`config.mk`:
```
export PLATFORM = sky130hd
export DESIGN_NAME = mpv_pin_values
export DESIGN_NICKNAME = d
export VERILOG_FILES = /design/src/core/mpv_pkg.sv /design/src/core/mpv_pin_values.sv
export SDC_FILE = /design/constraint.sdc
export NUM_CORES = 1
export LEC_CHECK = 0
export ABC_AREA = 0
export BUFFER_PORTS_ARGS = -buffer_cell sky130_fd_sc_hd__buf_4
export CAP_MARGIN = 20
export CELL_PAD_IN_SITES_DETAIL_PLACEMENT = 0
export CELL_PAD_IN_SITES_GLOBAL_PLACEMENT = 1
export CORE_MARGIN = 2
export CORE_UTILIZATION = 35
export CTS_CLUSTER_DIAMETER = 200
export DETAILED_ROUTE_END_ITERATION = 12
export HOLD_SLACK_MARGIN = 0.12
export PLACE_DENSITY = 0.84
export RECOVER_POWER = 50
export SYNTH_ARGS = -nofsm -noshare
export SYNTH_HDL_FRONTEND = slang
export SYNTH_SLANG_ARGS = --single-unit
```
`constraint.sdc`:
```
create_clock -name i_clock -period 1.65 [get_ports i_clock]
set_input_delay 0.165 -clock i_clock [delete_from_list [all_inputs] [get_ports i_clock]]
set_output_delay 0.165 -clock i_clock [all_outputs]
set_load 0.005 [all_outputs]
```
`src/core/mpv_pkg.sv`:
```
// Shared constants and carrier types for the multipurpose pin value block.
// Assumes a 16-bit control-port address space and 16-bit register data.
package mpv_pkg;

  // ----------------------------------------------------------------------
  // Sizes
  // ----------------------------------------------------------------------
  localparam int unsigned NUM_PINS = 14;
  localparam int unsigned ADDR_W = 16;
  localparam int unsigned DATA_W = 16;
  localparam int unsigned IDX_W = 4;

  // ----------------------------------------------------------------------
  // Register map
  // ----------------------------------------------------------------------
  localparam logic [15:0] PIN_VALUE_OVERRIDE_REG_BASE = 16'hF520;
  localparam logic [15:0] PIN_VALUE_OVERRIDE_REG_LAST = 16'hF52D;
  localparam logic [15:0] PIN_LEVEL_REG_BASE = 16'hF530;
  localparam logic [15:0] PIN_LEVEL_REG_LAST = 16'hF53D;
  localparam logic [15:0] REG_RESET = 16'h0000;

  // ----------------------------------------------------------------------
  // Field layout
  // ----------------------------------------------------------------------
  localparam int unsigned CORE_VALUE_BIT_POS = 0;
  localparam int unsigned PIN_LEVEL_BIT_POS = 0;

  // ----------------------------------------------------------------------
  // Pin function select codes
  // ----------------------------------------------------------------------
  localparam logic [2:0] FUNC_DIGITAL_INPUT = 3'h0;
  localparam logic [2:0] FUNC_PORT_DRIVEN = 3'h1;

  // One pin's configuration as held by the pin mode registers elsewhere.
  typedef struct packed {
    logic [2:0] pin_function_select;
    logic multifunction_enable;
  } mpv_pin_cfg_t;

  // A control-port access.
  typedef struct packed {
    logic wr;
    logic rd;
    logic [15:0] addr;
    logic [15:0] wdata;
  } mpv_access_t;

endpackage

```
`src/core/mpv_pin_values.sv`:
```
// Multipurpose pin value registers: override values for the DSP core and
// sampled pin levels, reached through the control port register access.
// Assumes pin configuration comes from logic on the same clock and that the
// pins themselves are asynchronous to it.
`timescale 1ns/1ns

module mpv_pin_values (
  // Clock, reset and enable
  input wire logic i_clock,
  input wire logic i_rst,
  input wire logic i_clk_en,
  // Control port register access
  input wire mpv_pkg::mpv_access_t i_access,
  output logic [15:0] o_rdata,
  // Pin configuration from the mode registers
  input wire mpv_pkg::mpv_pin_cfg_t i_pin_cfg [mpv_pkg::NUM_PINS],
  // External pins
  input wire logic [13:0] i_pin,
  // DSP core pin values
  output logic [13:0] o_core_value
);

  // ----------------------------------------------------------------------
  // Address decode helpers
  // ----------------------------------------------------------------------
  function automatic logic in_range(input logic [15:0] addr,
                                    input logic [15:0] first,
                                    input logic [15:0] last);
    in_range = (addr >= first) && (addr <= last);
  endfunction

  function automatic logic [3:0] reg_index(input logic [15:0] addr,
                                           input logic [15:0] base);
    logic [15:0] diff;
    diff = addr - base;
    reg_index = diff[3:0];
  endfunction

  function automatic logic is_input(input mpv_pkg::mpv_pin_cfg_t cfg);
    is_input = cfg.multifunction_enable &&
      (cfg.pin_function_select == mpv_pkg::FUNC_DIGITAL_INPUT ||
       cfg.pin_function_select == mpv_pkg::FUNC_PORT_DRIVEN);
  endfunction

  logic wr_ovr_hit;
  logic rd_ovr_hit;
  logic rd_lvl_hit;
  logic [3:0] ovr_idx;
  logic [3:0] lvl_idx;

  assign wr_ovr_hit = i_access.wr && in_range(i_access.addr,
    mpv_pkg::PIN_VALUE_OVERRIDE_REG_BASE,
    mpv_pkg::PIN_VALUE_OVERRIDE_REG_LAST);
  assign rd_ovr_hit = i_access.rd && in_range(i_access.addr,
    mpv_pkg::PIN_VALUE_OVERRIDE_REG_BASE,
    mpv_pkg::PIN_VALUE_OVERRIDE_REG_LAST);
  assign rd_lvl_hit = i_access.rd && in_range(i_access.addr,
    mpv_pkg::PIN_LEVEL_REG_BASE, mpv_pkg::PIN_LEVEL_REG_LAST);
  assign ovr_idx = reg_index(i_access.addr,
    mpv_pkg::PIN_VALUE_OVERRIDE_REG_BASE);
  assign lvl_idx = reg_index(i_access.addr, mpv_pkg::PIN_LEVEL_REG_BASE);

  // ----------------------------------------------------------------------
  // Pin synchroniser
  // ----------------------------------------------------------------------
  // Pins are asynchronous, so only the second stage is read by logic.
  logic [13:0] pin_meta;
  logic [13:0] pin_sync;

  always_ff @(posedge i_clock) begin
    if (i_rst) begin
      pin_meta <= '0;
      pin_sync <= '0;
    end else if (i_clk_en) begin
      pin_meta <= i_pin;
      pin_sync <= pin_meta;
    end
  end

  // ----------------------------------------------------------------------
  // Override registers
  // ----------------------------------------------------------------------
  // Only bit 0 has meaning; reserved bits are written zero and are never
  // read back, so they are not stored.
  logic [13:0] core_value_bit;

  always_ff @(posedge i_clock) begin
    if (i_rst) begin
      core_value_bit <= mpv_pkg::REG_RESET[13:0];
    end else if (i_clk_en && wr_ovr_hit) begin
      core_value_bit[ovr_idx] <=
        i_access.wdata[mpv_pkg::CORE_VALUE_BIT_POS];
    end
  end

  // ----------------------------------------------------------------------
  // Pin level registers
  // ----------------------------------------------------------------------
  // A pin not in an input function keeps its last sampled level.
  // Function 001 counts as an input as well, so its pin stays readable
  // here while the core is shown the override value instead.
  logic [13:0] pin_level_bit;

  always_ff @(posedge i_clock) begin
    if (i_rst) begin
      pin_level_bit <= mpv_pkg::REG_RESET[13:0];
    end else if (i_clk_en) begin
      for (int k = 0; k < 14; k++) begin
        if (is_input(i_pin_cfg[k])) begin
          pin_level_bit[k] <= pin_sync[k];
        end
      end
    end
  end

  // ----------------------------------------------------------------------
  // Values presented to the DSP core
  // ----------------------------------------------------------------------
  logic [13:0] next_core_value;

  always_comb begin
    for (int k = 0; k < 14; k++) begin
      next_core_value[k] = 1'b0;
      if (i_pin_cfg[k].multifunction_enable) begin
        if (i_pin_cfg[k].pin_function_select ==
            mpv_pkg::FUNC_PORT_DRIVEN) begin
          next_core_value[k] = core_value_bit[k];
        end else if (i_pin_cfg[k].pin_function_select ==
                     mpv_pkg::FUNC_DIGITAL_INPUT) begin
          next_core_value[k] = pin_sync[k];
        end
      end
    end
  end

  always_ff @(posedge i_clock) begin
    if (i_rst) begin
      o_core_value <= '0;
    end else if (i_clk_en) begin
      o_core_value <= next_core_value;
    end
  end

  // ----------------------------------------------------------------------
  // Read data
  // ----------------------------------------------------------------------
  // Write-only and unmapped addresses answer zero.
  // Reads answer one enabled cycle after the request, with no wait state.
  logic [15:0] next_rdata;

  always_comb begin
    next_rdata = '0;
    if (rd_lvl_hit) begin
      next_rdata[mpv_pkg::PIN_LEVEL_BIT_POS] =
        pin_level_bit[lvl_idx];
    end
  end

  always_ff @(posedge i_clock) begin
    if (i_rst) begin
      o_rdata <= mpv_pkg::REG_RESET;
    end else if (i_clk_en) begin
      o_rdata <= next_rdata;
    end
  end

  // The last taken write is remembered here so that a_ovr_store can check
  // the stored bit one cycle later without a deep $past chain.
  logic [3:0] wr_idx_q;
  logic wr_bit_q;
  logic wr_seen_q;

  always_ff @(posedge i_clock) begin
    wr_seen_q <= !i_rst && i_clk_en && wr_ovr_hit;
    wr_idx_q <= ovr_idx;
    wr_bit_q <= i_access.wdata[mpv_pkg::CORE_VALUE_BIT_POS];
  end

  for (genvar k = 0; k < 14; k++) begin : g_pin_chk
    // Each pin gets its own checks, so a failure names the pin's scope.
    logic in_k;
    logic port_k;
    logic dig_k;
    assign in_k = is_input(i_pin_cfg[k]);
    assign port_k = i_pin_cfg[k].multifunction_enable &&
      i_pin_cfg[k].pin_function_select == mpv_pkg::FUNC_PORT_DRIVEN;
    assign dig_k = i_pin_cfg[k].multifunction_enable &&
      i_pin_cfg[k].pin_function_select == mpv_pkg::FUNC_DIGITAL_INPUT;

  end
endmodule

```
* After elaboration in Yosys (flattened, before gate mapping)
Index checks and enable logic that the tools add are counted.
** Cells by class
- Equal/unequal tests :: 14
- $lt $le $gt $ge :: 7
- Add/subtract/negate cells :: 2
- Multiplexer cells :: 48
- Multiply operators :: 0
- Divide/modulo/power cells :: 0
- Shift-type cells :: 0
- Bitwise logic cells :: 0
- Reductions and logical operators :: 62
** Operators by type and width (count)
- 2-to-1 mux 1 bit :: 45
- equality test 3 x 1 -> 1 bit (second input constant) :: 14
- logical NOT 3 bit :: 14
- >= comparator 16 bit (second input constant) :: 2
- less-or-equal comparator 16 bit (second input constant) :: 2
- AND reduction 2 bit :: 14
- logical AND 1 bit :: 20
- bitwise mux 14 bit :: 1
- logical OR 1 bit :: 14
- < comparator 4 x 5 -> 1 bit (second input constant) :: 2
- subtractor 4 x 1 -> 4 bit (second input constant) :: 2
- binary-select mux 1 bit (select 4 bit) :: 1
- demux 1 bit (select 4 bit) :: 1
- >= comparator 4 x 1 -> 1 bit (second input constant) :: 1
** Word-level totals
- Memory bits (read-only) :: 0
- Latch bits :: 0
- Memories :: 0
- Input port bits :: 107
- Output and inout bits :: 30
- Logic and storage cells :: 152
- RAM bits :: 0
- Register bits :: 71

* Longest topological paths before layout
Gate-level depths: netlist of run 1.
- Word-level depth :: 6
- Mapped depth :: 5

* Worst setup path after synthesis of run 1
No wires, ideal clock.
- Path type :: in2reg
- From :: input port i_access[19] (netlist bit)
- To :: register o_rdata[0]
- Arrival time :: 1249 ps
- Stages on the path :: 5
- Setup slack :: 273 ps
- Buffers on the path :: 1
- Required time :: 1523 ps
- Setup time :: 127 ps
- Path through :: buf_6 -> mux4_1 -> mux2_2 -> o22ai_1 -> o22ai_1
** On the way
- Word-level cells in the longest chain between the ends :: 4
- Elaborated cells between the ends (all ways) :: 8
- Classes of those cells :: add/sub: 1; order compare: 2; mux: 3; reduce/logical: 2
** Ends and longest elaborated chain
- start: declaration :: line mpv_pin_values.sv:13 : input wire mpv_pkg::mpv_access_t i_access,
- subtractor 4 x 1 -> 4 bit, or another cell as far along :: line mpv_pin_values.sv:35 : diff = addr - base;
- binary-select mux 1 bit (select 4 bit) or logical AND 1 bit (tied branches) :: line mpv_pin_values.sv:155, mpv_pin_values.sv:29
- 2-to-1 mux 1 bit (not written as such) or logical AND 1 bit (tied branches) :: line mpv_pin_values.sv:155, mpv_pin_values.sv:57
- 2-to-1 mux 1 bit * :: line mpv_pin_values.sv:153 : if (rd_lvl_hit) begin
- end signal: assignment :: line mpv_pin_values.sv:161 : o_rdata <= mpv_pkg::REG_RESET;
- end signal: assignment :: line mpv_pin_values.sv:163 : o_rdata <= next_rdata;
- end: declaration :: line mpv_pin_values.sv:14 : output logic [15:0] o_rdata,
Mark *: on every way between the ends. The rest lies on a longest branch, timed or not. The select of a mux whose other input is x is not followed.
A chain may end at the register's enable or synchronous reset.

* Worst setup path in the final report of run 1
- From :: register pin_level_bit[1]
- To :: register o_rdata[0]
** On the way
- Word-level cells in the longest chain between the ends :: 3
** Ends and longest elaborated chain
- start: declaration :: line mpv_pin_values.sv:102 : logic [13:0] pin_level_bit;
- start signal: assignment :: line mpv_pin_values.sv:106 : pin_level_bit <= mpv_pkg::REG_RESET[13:0];
- start signal: indexed assignment :: line mpv_pin_values.sv:110 : pin_level_bit[k] <= pin_sync[k];
- binary-select mux 1 bit (select 4 bit) :: line mpv_pin_values.sv:155 : pin_level_bit[lvl_idx];
- 2-to-1 mux 1 bit (not written as such) :: line mpv_pin_values.sv:155
- 2-to-1 mux 1 bit :: line mpv_pin_values.sv:153
No other way between the ends. The select of a mux whose other input is x is not followed.

==> results.yml, run 1 <==
cts:
  cts_resized: 0
  cts_tree: "done"
  h-tree-depth: 3
  clkTransAtPathRegs_ns: 0.08
  cts_root_buf: "clkbuf_8"
  clk_latency_ns: 0.33
  cts.sinks: 71
  cts_inserted_buffers: 9
  cts_buffer_depth: 2
synthesis:
  synth_top_area_share_pct: 43.8
  yosysTopAreaCell: "dfxtp_1"
  synth_cells: 328
  avgSynthCellArea_um2: 9.89
  synth_cell_types: 25
  synth-seq-cells: 71
  ys_top_cells_by_area: "dfxtp_1 44%, mux2i_1 18%, nor2_1 6.9%"
  ys_seq_area_share_pct: 43.8
  ys_warn_count: 0
  syn-cell-area_um2: 3240
cells_and_area:
  multi_input_area_um2: 1680
  layout.nets: 558
  area_delta_synth_final_pct: 37.1
  layout.cells.most_common_list: "107 x buf_4, 71 x dfxtp_1, 60 x nor2_1, 57 x mux2i_1, 18 x nor2b_1"
  layout_commonest_cell: "buf_4"
  drive_above_1_share_pct: 32.5
  register_area_um2: 1420
  fill_cells: 872
  fin_area_um2: 4450
die:
  rows: 35
  die_x_um: 100
  design.core.area_um2: 9110
  dieArea_um2: 10100
  num_io_pins: 137
  die_y_um: 100
  start_util_pct: 35.6
sta:
  final.setup_skew_ns: 0.00877
  fmax_mhz: 680
  final.setup.tns_ns: 0
  period_share_pct: 89.1
  rsz0062_at_grt: "false"
  holdWs_ns: 0.170
  finalMaxSlewViolations: 0
  fin_ws_ns: 0.180
  max-slew-margin-rel_pct: 57.5
  hold_viol_final: 0
  min_period_ns: 1.47
  worst_pin_slew_ns: 0.638
  setup-violations-final: 0
routing:
  viasPerCell: 4.65
  vias: 2639
  wirelength_um: 7130
  drc_errors: 0
  antenna_violating_nets_post_route: 0
  first_pass_iters: 4
  wl_per_cell_um: 12.6
  drtIter0Drc: 86
placement:
  io_buffers: 106
  post-place-ws_ns: 0.146
  dpl-instance-area_um2: 4140
  place_hpwl_um: 5300
  gp_congestion: 0.723
grt:
  antenna_found_initial: 1
  grt_pass1_wl_um: 11500
  globalRouteOverflowTotal: 0
  grt_max_degree: 40
  grt_pass1_vias: 2495
  grt.total_usage_pct: 14.4
power_and_ir_drop:
  p_per_area_nw_per_um2: 783
  p_total_mw: 3.48
  p_leak_nw: 2.04
  peakVddDrop_mv: 0.474
worst_hold_path:
  hold_class: "in -> reg"
  hp-start: "i_pin_cfg[30]"
  hold_end: "o_core_value[6]$_SDFFE_PP0P_"
  min_path_cells: 4
setup_path:
  worstRegToRegCells: 4
  reg2reg_slack_ns: 0.18
  timing.critical_path.arrival_ns: 1.67
  crit_type: "reg -> reg"
  start_kind: "flip-flop"
  endpoint_kind: "flip-flop"
  rr_endpoint: "o_rdata[0]$_SDFFE_PP0P_"
  cp_max_fo: 2
  worstPathRequired_ns: 1.85
  r2r_start: "pin_level_bit[1]$_SDFFE_PP0P_"
  cp-startpoint: "pin_level_bit[1]$_SDFFE_PP0P_"
job:
  cap_violations: 0
outcome:
  status: "finished, final reports clean"
## power breakdown
part	internal, mW	switching [mW]
Sequential	1.75	0.0216
Clock	0.709	0.605
Combinational	0.248	0.152
Total	2.70	0.778
## how the worst max path moves through the flow
stage	endpoint	slack (ns)	cells past startpoint
floorplan	o_rdata[0]$_SDFFE_PP0P_	0.27	5
global placement	o_rdata[0]$_SDFFE_PP0P_	0.16	5
detailed placement	o_rdata[0]$_SDFFE_PP0P_	0.15	5
CTS	o_rdata[0]$_SDFFE_PP0P_	0.19	4
global route	o_core_value[1]$_SDFFE_PP0P_	0.09	6
finish	o_rdata[0]$_SDFFE_PP0P_	0.18	4
## cell usage after synthesis
cell type,number
conb_1,1
inv_1,1
dfxtp_1,71
a21oi_1,14
nor2b_1,18
mux4_1,2
buf_2,4
nand4_1,7
mux2i_1,57
mux4_2,1
nand2_1,1
mux2_2,15
nand4bb_1,1
and4bb_2,2
nor4bb_1,14
nor2_1,60
clkbuf_1,11
buf_4,15
buf_1,3
o211ai_1,1
nand2b_1,16
and2b_1,1
nand3_1,9
o22ai_1,2
buf_6,1
## metrics by stage
stage / std cells / util, %
2_1_floorplan: 342 / -
3_3_place_gp: 537 / 45.4
3_5_place_dp: 537 / 45.4
4_1_cts: 567 / 49.1
5_1_grt: 568 / 48.8
6_report: 568 / 48.8
## worst max-delay path, cell delays in order (launching register included)
cell and delay, ns:
dfxtp_1 0.33, mux4_1 0.48, mux2_2 0.29, o22ai_1 0.17, o22ai_1 0.08
## registers in the layout, summed over array words and instances (netlist names)
name / count
core_value_bit: 14
o_core_value: 14
o_rdata: 1
pin_level_bit: 14
pin_meta: 14
pin_sync: 14
## what timing repair did
action | 4_1_cts | 5_1_grt
endpoints found under the hold margin | 14 | 0
setup endpoints to repair | 0 | 0
hold buffers | 14 | 0
buffers inserted | 0 | 0
## final cells by class
| cell class | instances | area share [%] |
|---|---|---|
| Timing Repair Buffer | 132 | 22.8 |
| Clock buffer | 14 | 4.11 |
| Inverter | 1 | 0.0844 |
| Clock inverter | 2 | 0.281 |
| Antenna cell | 1 | 0.0562 |
| Sequential cell | 71 | 31.9 |
| Multi-Input combinational cell | 236 | 37.7 |
| Tap cell | 111 | 3.12 |
## routing by layer
layer | vias to the layer above | share of wire (%) | global-route usage [%]
met5 | - | 0 | 0
met4 | 0 | 1.2 | 5.69
met3 | 9 | 6.5 | 3.62
met2 | 78 | 46 | 23.4
met1 | 1193 | 46 | 18.3
li1 | 1359 | - | -
## logic make-up (layout without fill, tap and decap cells)
| kind of cell | Yosys count | count (layout) | share of synthesized area [%] |
|---|---|---|---|
| other | 1 | 16 | 0.116 |
| buffers and inverters | 35 | 149 | 6.17 |
| AOI/OAI and AO/OA | 17 | 17 | 2.78 |
| muxes | 75 | 75 | 25.1 |
| DFF | 71 | 71 | 43.8 |
| and+or+nand+nor | 129 | 129 | 22.0 |
Note: power is estimated with default switching activity, not from simulation.
==> inputs of run 2 (changes only) <==
--- a/config.mk
+++ b/config.mk
@@ -6,7 +6,7 @@
 export NUM_CORES = 1
 export LEC_CHECK = 0
 export ABC_AREA = 0
-export BUFFER_PORTS_ARGS = -buffer_cell sky130_fd_sc_hd__buf_4
+export BUFFER_PORTS_ARGS = -buffer_cell sky130_fd_sc_hd__buf_2
 export CAP_MARGIN = 20
 export CELL_PAD_IN_SITES_DETAIL_PLACEMENT = 0
 export CELL_PAD_IN_SITES_GLOBAL_PLACEMENT = 1
==> results.yml, run 2 (same netlist as run 1, synthesis figures left out) <==
setup_path:
  crit_type: "reg -> reg"
  endpoint_kind: "flip-flop"
  reg2reg_slack_ns: 0.19
  start_kind: "flip-flop"
  rr_endpoint: "o_rdata[0]$_SDFFE_PP0P_"
  worstPathRequired_ns: 1.88
  endpoint: "o_rdata[0]$_SDFFE_PP0P_"
  worstRegToRegCells: 4
  cp-startpoint: "pin_level_bit[9]$_SDFFE_PP0P_"
  cp_max_fo: 2
  r2r_start: "pin_level_bit[9]$_SDFFE_PP0P_"
  timing.critical_path.arrival_ns: 1.70
cells_and_area:
  layout_commonest_cell: "buf_2"
  diodes: 0
  area_delta_synth_final_pct: 30.7
  drive_above_1_share_pct: 32.0
  layout.nets: 561
  layout.cells.most_common_list: "102 x buf_2, 71 x dfxtp_1, 60 x nor2_1, 57 x mux2i_1, 18 x nor2b_1"
worst_hold_path:
  hold_class: "in -> reg"
routing:
  antenna_violating_nets_post_route: 0
  wirelength_um: 7080
  viasPerCell: 4.67
  drc_errors: 0
  first_pass_iters: 4
  drtIter0Drc: 63
  wl_per_cell_um: 12.4
  vias: 2660
cts:
  cts_inserted_buffers: 9
  cts_tree: "done"
  cts.sinks: 71
  clk_latency_ns: 0.34
  cts_resized: 0
  post-cts-setup-buffer-count: 0
  cts_buffer_depth: 2
  clkTransAtPathRegs_ns: 0.08
  ctsHoldBuffers: 14
  h-tree-depth: 3
  cts_root_buf: "clkbuf_8"
sta:
  finalMaxSlewViolations: 0
  holdWs_ns: 0.158
  setup-violations-final: 0
  rsz0062_at_grt: "false"
  hold_viol_final: 0
  max-slew-margin-rel_pct: 51.7
  fmax_mhz: 683
  worst_pin_slew_ns: 0.724
  min_period_ns: 1.46
  final.setup_skew_ns: 0.0102
  final.setup.tns_ns: 0
  period_share_pct: 88.7
die:
  rows: 35
  dieArea_um2: 10100
  die_y_um: 100
  start_util_pct: 35.6
  design.core.area_um2: 9110
  num_io_pins: 137
  die_x_um: 100
grt:
  globalRouteOverflowTotal: 0
  grt_pass1_wl_um: 11300
  grtUsageMet2_pct: 23.2
  grt_pass1_vias: 2451
  use_met1_pct: 18.2
  grtUsageMet3_pct: 3.06
  grt.busiest_layer: "met2"
  grt.total_usage_pct: 14.4
  antenna_found_initial: 0
  grt_max_degree: 42
outcome:
  status: "finished, final reports clean"
job:
  cap_violations: 0
placement:
  place_hpwl_um: 5300
  io_buffers: 106
  gp_congestion: 0.761
power_and_ir_drop:
  p_per_area_nw_per_um2: 865
  p_leak_nw: 1.99
  peakVddDrop_mv: 0.498
-- run 2: cell types whose count changed in the layout (fill, tap and decap cells not counted), sizes merged --
cell | previous run | this run
buf | 107 | 113
clkbuf | 25 | 21
bufinv | 0 | 2
clkinvlp | 1 | 0
diode | 1 | 0
-- run 2: how the worst min path moves through the flow --
stage | slack (ns) | endpoint | start | depth (start not counted)
after global placement | 0.40 | pin_meta[10]$_SDFFE_PP0P_ | i_pin[10] | 3
after CTS | 0.13 | o_core_value[12]$_SDFFE_PP0P_ | i_rst | 2
after floorplan | 0.31 | pin_meta[0]$_SDFFE_PP0P_ | i_pin[0] | 2
after detailed placement | 0.41 | pin_meta[12]$_SDFFE_PP0P_ | i_pin[12] | 3
final | 0.16 | o_core_value[5]$_SDFFE_PP0P_ | i_pin_cfg[34] | 4
after global routing | 0.17 | core_value_bit[12]$_SDFFE_PP0P_ | i_access[18] | 3
-- run 2: critical path: stages (launching register included) --
cell and delay (ns):
dfxtp_1 0.31, mux4_1 0.51, mux2_2 0.29, o22ai_1 0.16
o22ai_1 0.08
-- run 2: through the flow --
step                      instance area, µm²  instances  setup WS, ns  util, %  power, mW
final                                   4240        570         0.187     46.6       3.67
after detailed placement                3890        540         0.156     42.8       2.14
after floorplan                         3300        342         0.273        -       2.00
after global placement                  3890        540         0.186     42.8       2.13
after global routing                    4240        570         0.128     46.6       3.81
after CTS                               4260        570         0.187     46.8       3.70
-- run 2: power breakdown --
group | total (mW) | internal, mW | switching, mW
Combinational | 0.348 | 0.195 | 0.153
Sequential | 1.77 | 1.75 | 0.0220
Clock | 1.55 | 0.933 | 0.617
Total | 3.67 | 2.88 | 0.791
-- run 2: area by class of cell --
type / count / area (µm²)
sequential: 71 / 1420
timing repair buffer: 135 / 778
tap: 111 / 139
inverter: 1 / 3.75
multi-input combinational: 236 / 1680
clock buffer: 13 / 159
fill: 896 / 4870
clock inverter: 3 / 65.1
-- run 2: layer usage --
layer	routed length [µm]	vias up
met4	130	0
met1	3400	1210
met3	364	12
met5	0	-
met2	3180	76
li1	-	1362
==> inputs of run 3 (changes only) <==
--- a/config.mk
+++ b/config.mk
@@ -14,6 +14,7 @@
 export CORE_UTILIZATION = 35
 export CTS_CLUSTER_DIAMETER = 200
 export DETAILED_ROUTE_END_ITERATION = 12
+export GPL_TIMING_DRIVEN = 0
 export HOLD_SLACK_MARGIN = 0.12
 export PLACE_DENSITY = 0.84
 export RECOVER_POWER = 50
==> results.yml, run 3 (same netlist as run 1, synthesis figures left out) <==
power_and_ir_drop:
  p_seq_share_pct: 49.0
  p_per_area_nw_per_um2: 843
  comb_power_share_pct: 10.6
  p_sw_share_pct: 23.2
  peakVddDrop_mv: 0.350
  p_sw_mw: 0.837
  internal_power_mw: 2.77
  clkPwrFrac_pct: 40.4
  p_leak_nw: 2.00
cells_and_area:
  layout_commonest_cell: "buf_2"
  fin_area_um2: 4290
  area_delta_synth_final_pct: 32.1
  post-route-util_pct: 47.0
  diodes: 0
  layout.cells.most_common_list: "96 x buf_2, 71 x dfxtp_1, 60 x nor2_1, 57 x mux2i_1, 21 x clkbuf_1"
  layout.nets: 576
  final_cell_count_no_fill: 585
  drive_above_1_share_pct: 30.8
cts:
  h-tree-depth: 3
  cts.sinks: 71
  cts_tree: "done"
  cts_root_buf: "clkbuf_8"
  cts_inserted_buffers: 9
  cts_buffer_depth: 2
  clkTransAtPathRegs_ns: 0.07
  clk_latency_ns: 0.35
worst_hold_path:
  hold_end: "o_core_value[7]$_SDFFE_PP0P_"
  min_path_cells: 4
  hold_class: "in -> reg"
  hp-start: "i_pin_cfg[26]"
sta:
  hold_viol_final: 0
  period_share_pct: 88.2
  final.setup_skew_ns: 0.00725
  min_period_ns: 1.46
  rsz0062_at_grt: "false"
  fmax_mhz: 687
  setup-violations-final: 0
  worst_pin_slew_ns: 0.616
  max-slew-margin-rel_pct: 58.4
  finalMaxSlewViolations: 0
die:
  start_util_pct: 35.6
  dieArea_um2: 10100
  rows: 35
  num_io_pins: 137
  die_x_um: 100
  die_y_um: 100
  design.core.area_um2: 9110
setup_path:
  reg2reg_slack_ns: 0.19
  rr_endpoint: "o_rdata[0]$_SDFFE_PP0P_"
  crit_type: "reg -> reg"
  timing.critical_path.arrival_ns: 1.69
  endpoint_kind: "flip-flop"
  start_kind: "flip-flop"
  worstRegToRegCells: 4
  cp_max_fo: 2
  r2r_start: "pin_level_bit[9]$_SDFFE_PP0P_"
  worstPathRequired_ns: 1.88
routing:
  wl_per_cell_um: 14.1
  viasPerCell: 4.72
  first_pass_iters: 4
  vias: 2763
  drtIter0Drc: 92
  antenna_violating_nets_post_route: 0
  wirelength_um: 8270
  drc_errors: 0
outcome:
  status: "finished, final reports clean"
grt:
  antenna_found_initial: 0
  globalRouteOverflowTotal: 0
  grt_max_degree: 12
  grt_pass1_wl_um: 12800
  grt.total_usage_pct: 16.7
  grt_pass1_vias: 2567
placement:
  place_hpwl_um: 6270
  dp_cells: 555
  io_buffers: 102
  dpl-instance-area_um2: 3950
  gp_congestion: 0.893
job:
  cap_violations: 0
[run 3: worst max-delay path, cell delays in order (launching register included)]
cell and delay, ns:
dfxtp_1 0.32, mux4_1 0.49, mux2_2 0.29, o22ai_1 0.16, o22ai_1 0.08
[run 3: worst max path at each step]
stage | from | endpoint | cells past startpoint
final | pin_level_bit[9]$_SDFFE_PP0P_ | o_rdata[0]$_SDFFE_PP0P_ | 4
after global routing | i_clk_en | pin_level_bit[9]$_SDFFE_PP0P_ | 5
after CTS | i_clk_en | pin_level_bit[9]$_SDFFE_PP0P_ | 5
after detailed placement | i_clk_en | pin_level_bit[9]$_SDFFE_PP0P_ | 5
after global placement | i_clk_en | pin_level_bit[0]$_SDFFE_PP0P_ | 5
after floorplan | i_access[19] | o_rdata[0]$_SDFFE_PP0P_ | 5
[run 3: power by group through the flow]
stage                     clock (mW)  combinational, mW  sequential [mW]
after detailed placement           0              0.361             1.81
after floorplan                    0              0.204             1.80
final                           1.46              0.383             1.77
after CTS                       1.48              0.388             1.77
after global routing            1.55              0.421             1.77
after global placement             0              0.354             1.81
[run 3: what timing repair did]
item | 4_1_cts | 5_1_grt
hold buffers | 14 | 0
endpoints found under the hold margin | 14 | 0
gates resized for setup | 0 | 0
setup buffers | 0 | 0
[run 3: routing by layer]
layer / vias up / routed length, µm / track usage [%]
met2: 89 / 3870 / 27.7
li1: 1401 / - / -
met4: 0 / 123 / 6.64
met1: 1262 / 3770 / 20.9
met5: - / 0 / 0
met3: 11 / 506 / 4.04
[run 3: area by class of cell]
class | count | area (µm²)
Buffer | 34 | 195
Clock inverter | 3 | 40.0
Multi-Input combinational cell | 236 | 1680
Tap cell | 111 | 139
Fill cell | 900 | 4820
Sequential cell | 71 | 1420
Clock buffer | 13 | 169
Timing Repair Buffer | 116 | 642
Inverter | 1 | 3.75
[run 3: per-stage QoR]
| step | hold WS, ns | total power [mW] | setup slack [ns] | TNS [ns] |
|---|---|---|---|---|
| 2_1_floorplan | 0.312 | 2.00 | 0.273 | 0 |
| 3_3_place_gp | 0.401 | 2.16 | -0.121 | -2.06 |
| 3_5_place_dp | 0.409 | 2.17 | -0.190 | -2.71 |
| 4_1_cts | 0.147 | 3.63 | 0.168 | 0 |
| 5_1_grt | 0.149 | 3.74 | 0.0461 | 0 |
| 6_report | 0.154 | 3.61 | 0.194 | 0 |
